### config.mk
export PLATFORM = sky130hd
export DESIGN_NAME = sdrpd_top
export DESIGN_NICKNAME = d
export VERILOG_FILES = /design/src/design/sdrpd_pkg.sv /design/src/design/sdrpd_bank.sv /design/src/design/sdrpd_top.sv
export SDC_FILE = /design/constraint.sdc
export NUM_CORES = 1
export LEC_CHECK = 0
export BUFFER_PORTS_ARGS = -buffer_cell sky130_fd_sc_hd__buf_2
export CORE_UTILIZATION = 55
export DETAILED_ROUTE_END_ITERATION = 10
export MAX_ROUTING_LAYER = met4
export PLACE_DENSITY = 0.74
export SLEW_MARGIN = 5
export SYNTH_ARGS = -nofsm -noshare
export SYNTH_HDL_FRONTEND = slang
export SYNTH_HIERARCHICAL = 1
export SYNTH_SLANG_ARGS = --single-unit
### constraint.sdc
create_clock -name mclk -period 4.9 [get_ports mclk]
set_input_delay 0 -clock mclk [delete_from_list [all_inputs] [get_ports mclk]]
set_output_delay 0 -clock mclk [all_outputs]
set_load 0.02 [all_outputs]
### src/design/sdrpd_pkg.sv
package sdrpd_pkg;
  // ----------------------------------------------------------------
  // sizes and reset values
  // ----------------------------------------------------------------
  localparam int NUM_BANKS = 8;
  localparam int BA_W = 3;
  localparam int ROW_W = 14;
  localparam int CNT_W = 8;
  localparam logic [ROW_W-1:0] ROW_CNT_RST = 14'h0000;
  // ----------------------------------------------------------------
  // timing (clock period 50 ns)
  // ----------------------------------------------------------------
  localparam int CLK_PERIOD_NS = 50;
  localparam int CLOSE_TO_OPEN_NS = 15;
  // least time rounds up to whole cycles, never below one
  localparam int CLOSE_TO_OPEN_CYC_RAW = (CLOSE_TO_OPEN_NS + CLK_PERIOD_NS - 1) / CLK_PERIOD_NS;
  localparam int CLOSE_TO_OPEN_CYC = (CLOSE_TO_OPEN_CYC_RAW < 1) ? 1 : CLOSE_TO_OPEN_CYC_RAW;
  localparam int CLOSE_ALL_SETTLE_CYC = CLOSE_TO_OPEN_CYC + 1;
  localparam int WRITE_DELAY_CYC = 3;
  localparam int BURST_SIZE = 4;
  localparam int POST_STORE_DELAY_CYC = 3;
  localparam int CKE_PIPE = 2;
  // ----------------------------------------------------------------
  // command codes {ras_n, cas_n, we_n}
  // ----------------------------------------------------------------
  localparam logic [2:0] CMD_ACT = 3'h3;
  localparam logic [2:0] CMD_CLOSE = 3'h2;
  localparam logic [2:0] CMD_WRITE = 3'h4;
  localparam logic [2:0] CMD_READ = 3'h5;
  localparam logic [2:0] CMD_MRL = 3'h0;
  localparam logic [2:0] CMD_RENEW = 3'h1;
  localparam logic [2:0] CMD_NOP = 3'h7;
  typedef enum logic [3:0] {
    SDRPD_ST_RUN = 4'h1,
    SDRPD_ST_PD = 4'h2,
    SDRPD_ST_SELF = 4'h4,
    SDRPD_ST_RSV = 4'h8
  } sdrpd_state_t;
  typedef enum logic [7:0] {
    SDRPD_C_NONE = 8'h01,
    SDRPD_C_ACT = 8'h02,
    SDRPD_C_CLOSE = 8'h04,
    SDRPD_C_WRITE = 8'h08,
    SDRPD_C_READ = 8'h10,
    SDRPD_C_MRL = 8'h20,
    SDRPD_C_RENEW = 8'h40,
    SDRPD_C_NOP = 8'h80
  } sdrpd_cmd_t;
endpackage

### src/design/sdrpd_bank.sv
`timescale 1ns/10ps
// per-bank open/close tracking with close settle and write auto-close timer
module sdrpd_bank (
  input wire logic mclk,
  input wire logic arst_n,
  input wire logic act,
  input wire logic close,
  input wire logic wr_ap,
  output logic is_open,
  output logic settled,
  output logic ap_fire
);
  localparam logic [7:0] AP_WAIT = 8'(sdrpd_pkg::WRITE_DELAY_CYC
    + sdrpd_pkg::BURST_SIZE / 2 + sdrpd_pkg::POST_STORE_DELAY_CYC);
  localparam logic [7:0] SETTLE = 8'(sdrpd_pkg::CLOSE_ALL_SETTLE_CYC);
  logic [7:0] ap_cnt_q;
  logic [7:0] settle_cnt_q;
  logic ap_pend_q;
  assign ap_fire = ap_pend_q && (ap_cnt_q == 8'h01);
  // auto-close timer: burst end plus post-store delay
  always_ff @(posedge mclk or negedge arst_n) begin
    if (!arst_n) begin
      ap_pend_q <= 1'b0;
      ap_cnt_q <= 8'h00;
    end else if (wr_ap) begin
      ap_pend_q <= 1'b1;
      ap_cnt_q <= AP_WAIT;
    end else if (ap_fire || close) begin
      ap_pend_q <= 1'b0;
    end else if (ap_pend_q) begin
      ap_cnt_q <= ap_cnt_q - 8'h01;
    end
  end
  // open flag
  always_ff @(posedge mclk or negedge arst_n) begin
    if (!arst_n) begin
      is_open <= 1'b0;
    end else if (close || ap_fire) begin
      is_open <= 1'b0;
    end else if (act) begin
      is_open <= 1'b1;
    end
  end
  // settle timed from latest close of this bank
  always_ff @(posedge mclk or negedge arst_n) begin
    if (!arst_n) begin
      settle_cnt_q <= 8'h00;
    end else if (close || ap_fire) begin
      settle_cnt_q <= SETTLE;
    end else if (settle_cnt_q != 8'h00) begin
      settle_cnt_q <= settle_cnt_q - 8'h01;
    end
  end
  assign settled = !is_open && (settle_cnt_q == 8'h00);
endmodule // sdrpd_bank

### src/design/sdrpd_top.sv
`timescale 1ns/10ps
// What the document asks of this block and of its controller
// write with A10 high closes the bank after burst plus post-store delay
// controller reopens after post-store plus close time and open spacing
// controller waits read-to-close spacing before closing
// controller waits write-to-close spacing before closing
// controller spaces close commands by at least one clock
// close period runs from latest close to bank, settle is close time plus one
// controller refreshes every row within 64 ms
// CS RAS CAS low WE high decodes as renew, row counter internal
// controller renews only after all banks closed and settled
// gate registered low with NOP or deselect enters power-down
// controller keeps gate high during mode load, read and write
// controller keeps delay loop locked at entry or resets it after
// all idle gives precharged power-down, else active; loop state follows
// controller keeps gate low for min pulse and limits stay
// gate registered high with NOP or deselect exits power-down
// controller changes clock only in precharged power-down
// controller resets delay loop with mode load after frequency change
// commands decoded from CS RAS CAS WE at rising edge
// A10 on close selects all banks, on read/write selects auto-close; block auto-closes on write only, read ignores A10
// bank bits select bank or mode register
// controller never interrupts bursts of four
// renew with gate falling enters self refresh, gate rising exits
// controller enters self refresh only with all banks idle
// controller holds each gate level for three edges
module sdrpd_top #(
  parameter int NUM_BANKS = sdrpd_pkg::NUM_BANKS
) (
  input wire logic mclk,
  input wire logic arst_n,
  input wire logic cs_n,
  input wire logic ras_n,
  input wire logic cas_n,
  input wire logic we_n,
  input wire logic clk_gate,
  input wire logic a10,
  input wire logic [sdrpd_pkg::BA_W-1:0] ba,
  input wire logic fast_exit,
  output logic [NUM_BANKS-1:0] bank_open,
  output logic all_idle,
  output logic powered_down,
  output logic active_pd,
  output logic self_refresh,
  output logic dll_enabled,
  output logic renew_pulse,
  output logic [sdrpd_pkg::ROW_W-1:0] renew_row,
  output logic mrl_pulse,
  output logic [sdrpd_pkg::BA_W-1:0] mrl_sel
);
  // ----------------------------------------------------------------
  // command decode
  // ----------------------------------------------------------------
  sdrpd_pkg::sdrpd_cmd_t cmd;
  sdrpd_pkg::sdrpd_state_t st_q;
  logic gate_prev_q;
  logic nop_or_desel;
  logic running;
  logic [NUM_BANKS-1:0] settled;
  logic [NUM_BANKS-1:0] ap_fire;
  // decode on the sampled pins, gate high required for normal commands
  always_comb begin
    if (cs_n) begin
      cmd = sdrpd_pkg::SDRPD_C_NONE;
    end else begin
      case ({ras_n, cas_n, we_n})
        sdrpd_pkg::CMD_ACT: cmd = sdrpd_pkg::SDRPD_C_ACT;
        sdrpd_pkg::CMD_CLOSE: cmd = sdrpd_pkg::SDRPD_C_CLOSE;
        sdrpd_pkg::CMD_WRITE: cmd = sdrpd_pkg::SDRPD_C_WRITE;
        sdrpd_pkg::CMD_READ: cmd = sdrpd_pkg::SDRPD_C_READ;
        sdrpd_pkg::CMD_MRL: cmd = sdrpd_pkg::SDRPD_C_MRL;
        sdrpd_pkg::CMD_RENEW: cmd = sdrpd_pkg::SDRPD_C_RENEW;
        sdrpd_pkg::CMD_NOP: cmd = sdrpd_pkg::SDRPD_C_NOP;
        default: cmd = sdrpd_pkg::SDRPD_C_NOP;
      endcase
    end
  end
  assign nop_or_desel = (cmd == sdrpd_pkg::SDRPD_C_NONE) || (cmd == sdrpd_pkg::SDRPD_C_NOP);
  assign running = (st_q == sdrpd_pkg::SDRPD_ST_RUN) && gate_prev_q && clk_gate;
  // ----------------------------------------------------------------
  // banks
  // ----------------------------------------------------------------
  genvar gi;
  generate
    for (gi = 0; gi < NUM_BANKS; gi++) begin : g_bank
      logic hit;
      assign hit = (ba == sdrpd_pkg::BA_W'(gi));
      sdrpd_bank u_bank (
        .mclk(mclk),
        .arst_n(arst_n),
        .act(running && cmd == sdrpd_pkg::SDRPD_C_ACT && hit),
        .close(running && cmd == sdrpd_pkg::SDRPD_C_CLOSE && (a10 || hit)),
        .wr_ap(running && cmd == sdrpd_pkg::SDRPD_C_WRITE && a10 && hit),
        .is_open(bank_open[gi]),
        .settled(settled[gi]),
        .ap_fire(ap_fire[gi])
      );
    end
  endgenerate
  assign all_idle = (bank_open == '0);
  // ----------------------------------------------------------------
  // gate history and power state
  // ----------------------------------------------------------------
  always_ff @(posedge mclk or negedge arst_n) begin
    if (!arst_n) begin
      gate_prev_q <= 1'b1;
    end else begin
      gate_prev_q <= clk_gate;
    end
  end
  // power state machine
  always_ff @(posedge mclk or negedge arst_n) begin
    if (!arst_n) begin
      st_q <= sdrpd_pkg::SDRPD_ST_RUN;
      active_pd <= 1'b0;
      dll_enabled <= 1'b1;
    end else begin
      case (st_q)
        sdrpd_pkg::SDRPD_ST_RUN: begin
          if (gate_prev_q && !clk_gate) begin
            if (cmd == sdrpd_pkg::SDRPD_C_RENEW && all_idle) begin
              st_q <= sdrpd_pkg::SDRPD_ST_SELF;
              dll_enabled <= 1'b0;
            end else if (nop_or_desel) begin
              st_q <= sdrpd_pkg::SDRPD_ST_PD;
              active_pd <= !all_idle;
              dll_enabled <= !all_idle && fast_exit;
            end
          end
        end
        sdrpd_pkg::SDRPD_ST_PD: begin
          if (clk_gate && nop_or_desel) begin
            st_q <= sdrpd_pkg::SDRPD_ST_RUN;
            active_pd <= 1'b0;
            dll_enabled <= 1'b1;
          end
        end
        sdrpd_pkg::SDRPD_ST_SELF: begin
          if (clk_gate && nop_or_desel) begin
            st_q <= sdrpd_pkg::SDRPD_ST_RUN;
            dll_enabled <= 1'b1;
          end
        end
        default: begin
          st_q <= sdrpd_pkg::SDRPD_ST_RUN;
          active_pd <= 1'b0;
          dll_enabled <= 1'b1;
        end
      endcase
    end
  end
  assign powered_down = (st_q == sdrpd_pkg::SDRPD_ST_PD);
  assign self_refresh = (st_q == sdrpd_pkg::SDRPD_ST_SELF);
  // ----------------------------------------------------------------
  // renew row counter and mode load
  // ----------------------------------------------------------------
  always_ff @(posedge mclk or negedge arst_n) begin
    if (!arst_n) begin
      renew_pulse <= 1'b0;
      renew_row <= sdrpd_pkg::ROW_CNT_RST;
    end else begin
      renew_pulse <= running && cmd == sdrpd_pkg::SDRPD_C_RENEW;
      if (running && cmd == sdrpd_pkg::SDRPD_C_RENEW) begin
        renew_row <= renew_row + 1'b1;
      end
    end
  end
  // mode register select latched from bank bits
  always_ff @(posedge mclk or negedge arst_n) begin
    if (!arst_n) begin
      mrl_pulse <= 1'b0;
      mrl_sel <= '0;
    end else begin
      mrl_pulse <= running && cmd == sdrpd_pkg::SDRPD_C_MRL;
      if (running && cmd == sdrpd_pkg::SDRPD_C_MRL) begin
        mrl_sel <= ba;
      end
    end
  end
  // ----------------------------------------------------------------
  // checks
  // ----------------------------------------------------------------
  chk_renew_row_step: assert property (@(posedge mclk) disable iff (!arst_n)
    (running && cmd == sdrpd_pkg::SDRPD_C_RENEW) |=> renew_pulse
      && renew_row == $past(renew_row) + 1'b1)
    else $error("renew did not step row counter");
  chk_pd_entry: assert property (@(posedge mclk) disable iff (!arst_n)
    (st_q == sdrpd_pkg::SDRPD_ST_RUN && gate_prev_q && !clk_gate && nop_or_desel)
      |=> powered_down)
    else $error("power-down not entered");
  chk_pd_exit: assert property (@(posedge mclk) disable iff (!arst_n)
    (powered_down && clk_gate && nop_or_desel) |=> !powered_down && dll_enabled)
    else $error("power-down not exited");
  chk_pd_variant: assert property (@(posedge mclk) disable iff (!arst_n)
    $rose(powered_down) |-> active_pd == ($past(bank_open) != '0))
    else $error("wrong power-down variant");
  chk_dll_precharged: assert property (@(posedge mclk) disable iff (!arst_n)
    (powered_down && !active_pd) |-> !dll_enabled)
    else $error("loop enabled in precharged power-down");
  chk_self_entry: assert property (@(posedge mclk) disable iff (!arst_n)
    (st_q == sdrpd_pkg::SDRPD_ST_RUN && gate_prev_q && !clk_gate && all_idle
      && cmd == sdrpd_pkg::SDRPD_C_RENEW) |=> self_refresh)
    else $error("self refresh not entered");
  chk_close_all: assert property (@(posedge mclk) disable iff (!arst_n)
    (running && cmd == sdrpd_pkg::SDRPD_C_CLOSE && a10) |=> all_idle)
    else $error("close all left a bank open");
  chk_act_opens: assert property (@(posedge mclk) disable iff (!arst_n)
    (running && cmd == sdrpd_pkg::SDRPD_C_ACT) |=> bank_open[$past(ba)])
    else $error("activate did not open bank");
  chk_autoclose_time: assert property (@(posedge mclk) disable iff (!arst_n)
    (running && cmd == sdrpd_pkg::SDRPD_C_WRITE && a10 && bank_open[ba])
      ##1 (!(running && cmd == sdrpd_pkg::SDRPD_C_CLOSE)) [*8]
      |-> bank_open[$past(ba, 8)] ##1 !bank_open[$past(ba, 9)])
    else $error("auto-close did not complete");
  chk_settle_time: assert property (@(posedge mclk) disable iff (!arst_n)
    $rose(ap_fire[0] || (running && cmd == sdrpd_pkg::SDRPD_C_CLOSE && (a10 || ba == 3'h0)))
      |=> !settled[0])
    else $error("bank settled too early");
  cov_pd: cover property (@(posedge mclk) disable iff (!arst_n) $rose(powered_down));
  cov_apd: cover property (@(posedge mclk) disable iff (!arst_n) $rose(active_pd));
  cov_self: cover property (@(posedge mclk) disable iff (!arst_n) $rose(self_refresh));
  cov_renew: cover property (@(posedge mclk) disable iff (!arst_n) renew_pulse);
endmodule // sdrpd_top

==> impl_metrics.toml, run 1 <==
[run_status]
outcome = "finished clean"

[worst_setup_path]
category_of_the_worst_setup_path_launch_point = "flip-flop"
setup.worst_path.start = "st_q[2]"
setup.worst_path.class = "flip-flop to flip-flop"
r2r_slack_ns = 2.11
rr_endpoint = "g_bank[5].u_bank/ap_cnt_q[3]"
crit_arrival_ns = 3.05
timing.critical_path.fanout_max = 10
critical_path.reg2reg.startpoint = "st_q[2]"
critical_path_required_time_ns = 5.16
endpoint_kind = "flip-flop"
r2r_cells = 8

[sta]
final-hold-violation-count = 0
fin_setup_tns_ns = 0
final_period_minus_worst_setup_slack_ns = 2.79
setup_violators_final = 0
finalClockSkew_ns = 0.0132
rsz0062_at_grt = "false"
finalMaxSlewViolations = 0
post-route-period-util_pct = 56.9
clock.fmax_mhz = 358
maxSlewHeadroom_pct = 54.1
worstMarginPinSlew_ns = 0.688

[route]
finalWirelength_mm = 11.3
route.antenna.remaining_nets = 0
route.detailed.wl_per_inst_um = 14.8
detailed_router_s_first_iteration_violation_count = 212
detailroute.via_count = 4432
route.detailed.vias_per_inst = 5.82
drtPass1Iterations = 5
drt_drc = 0

[power_and_ir_drop]
power.density_cell_area_nw_per_um2 = 501
ir_worst_vdd_uv = 241
power.total_mw = 3.14
p_leak_nw = 2.96

[final_layout]
diodes = 0
area_growth_pct = 9.73
register_area_um2 = 2630
layout.nets = 653
fillers = 808
multi_input_area_um2 = 2900
layout-drive-gt1-share_pct = 18.6

[flow_run]
drv.max_cap_violation_count = 0

[grt]
grt_first_pass_wirelength_mm = 19.1
globalRoute.totalOverflow = 0
groute.usage.overall_pct = 22.3
grt_pass1_vias = 4160
grt_max_degree = 54
antenna_found_initial = 0

[synth]
synth.avg_cell_area_um2 = 9.76
mappedNetlistNets = 614
netlist_area_um2 = 5710
ys_warn_count = 6
synth_cells = 585

[floorplanning]
dieArea_um2 = 10800
fp-row-count = 36
num_io_pins = 44
chipHeight_um = 104
start_util_pct = 57.6
die_width_um = 104
design.core.area_um2 = 9910

[place]
detailed_place_hpwl_mm = 7.99
portBuffers = 43
gp_routability_congestion = 0.877

[clocking]
htree_num_levels = 3
cts_max_path_buffers = 2
cts_buffers = 9
clk_transition_reported_paths_ns = 0.10
clock-sinks = 105
cts_post_setup_buffers_inserted = 0
clock_tree.root_cell = "sky130_fd_sc_hd__clkbuf_8"
clkLatencyLatePin_ns = 0.37
tritoncts = "yes"

[worst_hold_path]
min_from = "ba[2]"
min_path_type = "primary input to flip-flop"
timing.hold.worst_endpoint = "mrl_sel[2]"
worstHoldPathCells = 2
registers in the layout, summed over array words and instances, names as in the netlist:
signal / count
g_bank.u_bank/ap_cnt_q: 64
renew_row: 14
g_bank.u_bank/ap_pend_q: 8
g_bank.u_bank/is_open: 8
mrl_sel: 3
st_q: 3
active_pd: 1
dll_enabled: 1
gate_prev_q: 1
mrl_pulse: 1
renew_pulse: 1
worst max-delay path, stage by stage, from the launching register on:
cell and delay (ns):
sky130_fd_sc_hd__dfrtp_1 0.48, sky130_fd_sc_hd__and4bb_2 0.33, sky130_fd_sc_hd__and3b_2 0.27, sky130_fd_sc_hd__nand2_1 0.32
sky130_fd_sc_hd__a21oi_1 0.14, sky130_fd_sc_hd__or4b_1 0.56, sky130_fd_sc_hd__a311oi_1 0.34, sky130_fd_sc_hd__xnor2_1 0.16
sky130_fd_sc_hd__nand2b_1 0.08
final cells by class:
| cell class | instances | share of cell area (%) |
|---|---|---|
| Sequential cell | 105 | 42.0 |
| Clock buffer | 11 | 2.42 |
| Inverter | 22 | 1.32 |
| Tap cell | 133 | 2.66 |
| Multi-Input combinational cell | 439 | 46.3 |
| Clock inverter | 4 | 1.22 |
| Timing Repair Buffer | 47 | 4.07 |
worst max-delay path by stage:
stage	end	slack, ns
global route	g_bank[6].u_bank/ap_cnt_q[3]	1.95
floorplan	g_bank[0].u_bank/ap_cnt_q[3]	2.56
finish	g_bank[5].u_bank/ap_cnt_q[3]	2.11
CTS	g_bank[6].u_bank/ap_cnt_q[3]	2.12
detailed placement	g_bank[6].u_bank/ap_cnt_q[3]	2.13
global placement	g_bank[6].u_bank/ap_cnt_q[3]	2.27
power breakdown:
part / switching, mW / internal (mW)
clock: 0.291 / 0.314
combinational: 0.574 / 0.536
sequential: 0.293 / 1.13
placed cells by master, fill, tap and decap left out, types with 2 or more instances in the layout:
| master | count |
|---|---|
| sky130_fd_sc_hd__xor2_1 | 7 |
| sky130_fd_sc_hd__and4_1 | 2 |
| sky130_fd_sc_hd__nand4_2 | 2 |
| sky130_fd_sc_hd__nand2b_1 | 24 |
| sky130_fd_sc_hd__nor3b_1 | 10 |
| sky130_fd_sc_hd__and3_1 | 13 |
| sky130_fd_sc_hd__or4b_1 | 8 |
| sky130_fd_sc_hd__nand2_1 | 7 |
| sky130_fd_sc_hd__a311oi_1 | 8 |
| sky130_fd_sc_hd__or4_1 | 17 |
| sky130_fd_sc_hd__buf_4 | 2 |
| sky130_fd_sc_hd__or3_2 | 8 |
| sky130_fd_sc_hd__dfstp_2 | 3 |
| sky130_fd_sc_hd__or4_4 | 8 |
| sky130_fd_sc_hd__o21ai_0 | 20 |
| sky130_fd_sc_hd__nor3_1 | 11 |
| sky130_fd_sc_hd__nand3b_1 | 11 |
| sky130_fd_sc_hd__nor2_1 | 96 |
| sky130_fd_sc_hd__xnor2_1 | 30 |
| sky130_fd_sc_hd__nor4_1 | 10 |
| sky130_fd_sc_hd__ha_1 | 17 |
| sky130_fd_sc_hd__nand3_1 | 6 |
| sky130_fd_sc_hd__mux2_4 | 3 |
| sky130_fd_sc_hd__dfrtp_1 | 102 |
| sky130_fd_sc_hd__mux2i_1 | 8 |
| sky130_fd_sc_hd__a211oi_1 | 9 |
| sky130_fd_sc_hd__or2_2 | 16 |
| sky130_fd_sc_hd__nand4_1 | 7 |
| sky130_fd_sc_hd__clkbuf_8 | 11 |
| sky130_fd_sc_hd__bufinv_16 | 2 |
| sky130_fd_sc_hd__buf_2 | 42 |
| sky130_fd_sc_hd__a31o_2 | 8 |
| sky130_fd_sc_hd__or3_1 | 4 |
| sky130_fd_sc_hd__a21oi_1 | 52 |
| sky130_fd_sc_hd__mux2_2 | 3 |
| sky130_fd_sc_hd__or3b_2 | 2 |
| sky130_fd_sc_hd__dlygate4sd3_1 | 3 |
| sky130_fd_sc_hd__inv_1 | 22 |
| sky130_fd_sc_hd__a31oi_1 | 2 |
per-layer routing:
metal  wire length (um)  global-route usage, %
met1               5370                   29.2
met2               5330                   35.5
met3                431                   3.63
met4                170                   7.35
met5                  0                      -
metrics by stage:
stage	worst slack [ns]	hold WS, ns	instance area [um2]	utilization [%]	std cells
floorplan	2.56	-0.296	5710	-	585
global placement	2.27	0.0808	6010	60.6	743
detailed placement	2.13	0.0908	6010	60.6	743
CTS	2.12	0.0156	6270	63.2	761
global route	1.95	0.0361	6270	63.2	761
finish	2.11	0.0330	6270	63.2	761
what timing repair did:
item	4_1_cts	5_1_grt
hold endpoints to repair	54	0
hold buffers	3	0
resized for setup	0	0
No activity file was read; power rests on OpenSTA's default activity.
==> run 2: changes to the inputs <==
==> constraint.sdc (replaced) <==
create_clock -name mclk -period 2.8 [get_ports mclk]
set_input_delay 0 -clock mclk [delete_from_list [all_inputs] [get_ports mclk]]
set_output_delay 0 -clock mclk [all_outputs]
set_load 0.02 [all_outputs]
==> run 2 against run 1 <==
- fmax rose by 6.6%
- sequential share of layout area down 0.66 points
- non-clock buffer count increased by 12
- combinational power up 77%
- routed wire length increased by 1.4%
- via count is 0.45% higher
- global-route usage is 1.1 points higher
- first-iteration DRC count fell by 6.1%
- core utilization increased by 1.0 points
- die area is the same
- design area up 1.6%
- sequential power is 75% higher
==> impl_metrics.toml, run 2 (same netlist as run 1, synthesis figures left out) <==
[route]
detailed_router_s_first_iteration_violation_count = 199
route.detailed.wl_per_inst_um = 14.8
drtPass1Iterations = 5
route.antenna.remaining_nets = 0
route.detailed.vias_per_inst = 5.75
detailroute.via_count = 4452
drt_drc = 0
finalWirelength_mm = 11.5

[place]
gp_routability_congestion = 0.894
dp_cells = 753
cell_area_after_placement_um2 = 6100
detailed_place_hpwl_mm = 8.26
portBuffers = 43

[sta]
worstMarginPinSlew_ns = 0.668
final-hold-violation-count = 0
fin_setup_tns_ns = 0
post-route-period-util_pct = 93.4
rsz0062_at_grt = "false"
finalClockSkew_ns = 0.0121
finalMaxSlewViolations = 0
final_period_minus_worst_setup_slack_ns = 2.62
clock.fmax_mhz = 382
setup_violators_final = 0
maxSlewHeadroom_pct = 55.1

[final_layout]
layout.cells.most_common_list = "sky130_fd_sc_hd__dfrtp_1, sky130_fd_sc_hd__nor2_1, sky130_fd_sc_hd__a21oi_1, sky130_fd_sc_hd__buf_2, sky130_fd_sc_hd__xnor2_1"
layout-drive-gt1-share_pct = 20.1
number_of_flip_flops_in_the_largest_register = 64
largest_register = "g_bank.u_bank/ap_cnt_q"
finish.cell_count_without_fillers = 774
area_growth_pct = 11.5
stdcell_area_um2 = 6370
layout.core_utilization_pct = 64.2
layout.cells.most_common = "sky130_fd_sc_hd__dfrtp_1"
diodes = 0
layout.nets = 665
largest_registers = "g_bank.u_bank/ap_cnt_q: 64 flops, renew_row: 14 flops"

[worst_hold_path]
worstHoldPathCells = 2
min_from = "ba[1]"
timing.hold.worst_endpoint = "mrl_sel[1]"
min_path_type = "primary input to flip-flop"

[grt]
grt_first_pass_wirelength_mm = 19.9
grt_pass1_vias = 4372
groute.usage.overall_pct = 23.4
antenna_found_initial = 0
grt_max_degree = 56
globalRoute.totalOverflow = 0

[clocking]
clk_transition_reported_paths_ns = 0.10
clkLatencyLatePin_ns = 0.39
tritoncts = "yes"
htree_num_levels = 3
clock-sinks = 105
cts_buffers = 9
clock_tree.root_cell = "sky130_fd_sc_hd__clkbuf_8"
cts_max_path_buffers = 2
cts_post_setup_buffers_inserted = 0

[floorplanning]
dieArea_um2 = 10800
fp-row-count = 36
design.core.area_um2 = 9910
chipHeight_um = 104
num_io_pins = 44
start_util_pct = 57.6
die_width_um = 104

[worst_setup_path]
rr_endpoint = "g_bank[2].u_bank/ap_cnt_q[3]"
crit_arrival_ns = 2.90
critical_path_required_time_ns = 3.08
critical_path.reg2reg.startpoint = "st_q[2]"
setup.worst_path.class = "flip-flop to flip-flop"
endpoint_kind = "flip-flop"
r2r_cells = 9
timing.critical_path.fanout_max = 10
category_of_the_worst_setup_path_launch_point = "flip-flop"
r2r_slack_ns = 0.18

[run_status]
outcome = "finished clean"

[power_and_ir_drop]
ir_worst_vdd_uv = 432
p_leak_nw = 3.01
power.density_cell_area_nw_per_um2 = 858
power.total_mw = 5.46

[flow_run]
drv.max_cap_violation_count = 0
## run 2: final cells by class
| cell class | count | area (um2) |
|---|---|---|
| fillers | 830 | 3540 |
| repair buffers | 59 | 363 |
| clock buffers | 11 | 151 |
| clock inverters | 5 | 62.6 |
| inverters | 22 | 82.6 |
| well taps | 133 | 166 |
| flip-flops and latches | 105 | 2630 |
| multi-input cells | 439 | 2910 |
## run 2: what timing repair did
action	CTS	global route
endpoints found under the setup margin	0	1
hold endpoints to repair	51	0
gates resized for setup	0	1
hold buffers	5	0
## run 2: metrics by stage
stage,worst slack (ns),hold slack [ns]
floorplan,0.458,-0.296
global placement,0.300,0.0763
detailed placement,0.174,0.0758
CTS,0.164,0.00726
global route,0.00760,0.0190
finish,0.184,0.0304
## run 2: critical path, cell delays in order, from the launching register on
cell and delay (ns):
sky130_fd_sc_hd__dfrtp_1 0.48, sky130_fd_sc_hd__and4bb_2 0.32, sky130_fd_sc_hd__and3b_2 0.27, sky130_fd_sc_hd__nand2_1 0.09, sky130_fd_sc_hd__buf_4 0.16, sky130_fd_sc_hd__a21oi_1 0.07
sky130_fd_sc_hd__or4b_1 0.55, sky130_fd_sc_hd__a311oi_1 0.33, sky130_fd_sc_hd__xnor2_1 0.17, sky130_fd_sc_hd__nand2b_1 0.08
## run 2: per-layer routing
metal	GRT usage [%]	vias to the layer above	wire length (um)
met2	38.9	92	5660
met1	28.7	2154	5170
met5	-	-	0
met4	5.82	0	129
li1	-	2192	-
met3	5.83	14	499
## run 2: how the worst max path moves through the flow
stage	slack [ns]	end	from	cells past startpoint
after floorplan	0.46	g_bank[0].u_bank/ap_cnt_q[3]	st_q[2]	9
after global placement	0.30	g_bank[6].u_bank/ap_cnt_q[3]	st_q[2]	9
after detailed placement	0.17	g_bank[5].u_bank/ap_cnt_q[3]	st_q[2]	9
after CTS	0.16	g_bank[5].u_bank/ap_cnt_q[3]	st_q[2]	9
after global routing	0.008	g_bank[1].u_bank/ap_cnt_q[3]	st_q[2]	9
final	0.18	g_bank[2].u_bank/ap_cnt_q[3]	st_q[2]	9
## run 2: power by group
| part | internal (mW) | total [mW] | switching (mW) |
|---|---|---|---|
| clock network | 0.467 | 1.00 | 0.533 |
| logic | 0.950 | 1.97 | 1.02 |
| registers | 1.98 | 2.49 | 0.515 |
| total | 3.39 | 5.46 | 2.07 |
==> run 3: changes to the inputs <==
--- a/config.mk
+++ b/config.mk
@@ -8,7 +8,7 @@
 export BUFFER_PORTS_ARGS = -buffer_cell sky130_fd_sc_hd__buf_2
 export CORE_UTILIZATION = 55
 export DETAILED_ROUTE_END_ITERATION = 10
-export MAX_ROUTING_LAYER = met4
+export GPL_ROUTABILITY_DRIVEN = 0
 export PLACE_DENSITY = 0.74
 export SLEW_MARGIN = 5
 export SYNTH_ARGS = -nofsm -noshare
==> run 3 against run 2 <==
- die area unchanged
- count of clock-buffer cells in the layout unchanged
- via count up 0.36%
- design area unchanged
- clock power about the same
- combinational power about the same
- first-iteration DRC count up 18%
- flip-flop and latch count unchanged
- setup slack better by 0.0019 ns
- routed wire length about the same
- critical path depth unchanged
- non-clock buffer count unchanged
- critical endpoint unchanged
- largest power group unchanged
==> impl_metrics.toml, run 3 (same netlist as run 1, synthesis figures left out) <==
[power_and_ir_drop]
power.density_cell_area_nw_per_um2 = 859
ir_worst_vdd_uv = 432
p_leak_nw = 3.01
power.total_mw = 5.47

[sta]
clock.fmax_mhz = 382
post-route-period-util_pct = 93.4
rsz0062_at_grt = "false"
fin_setup_tns_ns = 0
finalMaxSlewViolations = 0
final_period_minus_worst_setup_slack_ns = 2.61
worstMarginPinSlew_ns = 0.658
final-hold-violation-count = 0
finalClockSkew_ns = 0.0123
maxSlewHeadroom_pct = 55.7
setup_violators_final = 0
worst_hold_slack_ns = 0.0410

[floorplanning]
num_io_pins = 44
chipHeight_um = 104
design.core.area_um2 = 9910
start_util_pct = 57.6
die_width_um = 104
fp-row-count = 36
dieArea_um2 = 10800

[flow_run]
drv.max_cap_violation_count = 0

[route]
route.detailed.vias_per_inst = 5.77
detailed_router_s_first_iteration_violation_count = 234
route.detailed.wl_per_inst_um = 14.8
route.antenna.remaining_nets = 0
drt_drc = 0
drtPass1Iterations = 5
finalWirelength_mm = 11.5
detailroute.via_count = 4468

[worst_setup_path]
crit_path_top_delay_cell = "sky130_fd_sc_hd__or4b_1"
category_of_the_worst_setup_path_launch_point = "flip-flop"
setup.worst_path.class = "flip-flop to flip-flop"
crit_arrival_ns = 2.90
endpoint_kind = "flip-flop"
timing.critical_path.fanout_max = 10
cells_along_the_critical_path = "and4bb_2, and3b_2, nand2_1, buf_4, a21oi_1, or4b_1, a311oi_1, xnor2_1, nand2b_1"
slowest_delay_ns = 0.55
critical_path_required_time_ns = 3.08

[clocking]
cts_max_path_buffers = 2
htree_num_levels = 3
clkLatencyLatePin_ns = 0.39
clock_tree.root_cell = "sky130_fd_sc_hd__clkbuf_8"
tritoncts = "yes"
clk_transition_reported_paths_ns = 0.10
cts_buffers = 9
cts_post_setup_buffers_inserted = 0
clock-sinks = 105

[final_layout]
number_of_flip_flops_in_the_largest_register = 64
layout.cells.most_common = "sky130_fd_sc_hd__dfrtp_1"
layout.nets = 665
layout-drive-gt1-share_pct = 20.1
largest_register = "g_bank.u_bank/ap_cnt_q"
largest_registers = "g_bank.u_bank/ap_cnt_q: 64 flops, renew_row: 14 flops"
diodes = 0
area_growth_pct = 11.5
stdcell_area_um2 = 6370
layout.core_utilization_pct = 64.2
layout.cells.most_common_list = "sky130_fd_sc_hd__dfrtp_1, sky130_fd_sc_hd__nor2_1, sky130_fd_sc_hd__a21oi_1, sky130_fd_sc_hd__buf_2, sky130_fd_sc_hd__xnor2_1"

[grt]
grt_first_pass_wirelength_mm = 19.9
groute.usage.overall_pct = 22.8
globalRoute.totalOverflow = 0
grt_pass1_vias = 4375
grt_max_degree = 56
antenna_found_initial = 0

[place]
portBuffers = 43
cell_area_after_placement_um2 = 6100
detailed_place_hpwl_mm = 8.26

[worst_hold_path]
min_path_type = "primary input to flip-flop"

[run_status]
outcome = "finished clean"
## run 3: cell counts in the layout (fill, tap and decap cells not counted)
No cell type changed its count.
## run 3: routing by layer
metal | global-route usage, % | routed length, um | up-vias
met1 | 28.7 | 5220 | 2169
li1 | - | - | 2193
met5 | 0 | 0 | -
met2 | 39.0 | 5620 | 92
met4 | 5.82 | 129 | 0
met3 | 5.83 | 493 | 14
## run 3: final timing paths
kind                          startpoint                           end  slack, ns  cells past startpoint
setup / recovery                 st_q[2]  g_bank[2].u_bank/ap_cnt_q[3]       0.19                      9
hold reg to reg            renew_row[13]                 renew_row[13]       0.47                      1
min in group asynchronous         arst_n                  renew_row[9]       0.18                      2
max in group asynchronous         arst_n  g_bank[3].u_bank/ap_cnt_q[6]       1.91                      3
hold / removal                     ba[1]                    mrl_sel[1]       0.04                      2
setup reg to reg                 st_q[2]  g_bank[2].u_bank/ap_cnt_q[3]       0.19                      9
## run 3: where the power goes
part / internal [mW] / switching [mW]
Clock: 0.467 / 0.537
Sequential: 1.98 / 0.517
Combinational: 0.950 / 1.02
## run 3: metrics by stage
step                std cells  setup slack, ns
floorplan                 585            0.458
global placement          753            0.300
detailed placement        753            0.174
CTS                       774            0.164
global route              774          0.00760
finish                    774            0.185
## run 3: area by class of cell
| class | count | area, um2 |
|---|---|---|
| fillers | 830 | 3540 |
| multi-input cells | 439 | 2910 |
| flip-flops and latches | 105 | 2630 |
| repair buffers | 59 | 363 |
| well taps | 133 | 166 |
| clock buffers | 11 | 151 |
| inverters | 22 | 82.6 |
| clock inverters | 5 | 62.6 |
## run 3: repair_timing
| action | CTS | global route |
|---|---|---|
| hold endpoints to repair | 51 | 0 |
| hold buffers | 5 | 0 |
| endpoints found under the setup margin | 0 | 1 |
| resized for setup | 0 | 1 |
## run 3: worst max-delay path: cells and delay by family, from the launching register on
family          cells  cell delay (ns)
xor+xnor            1             0.17
buf+inv             1             0.15
simple gates        5             1.31
compound gates      2             0.40
flops               1             0.48
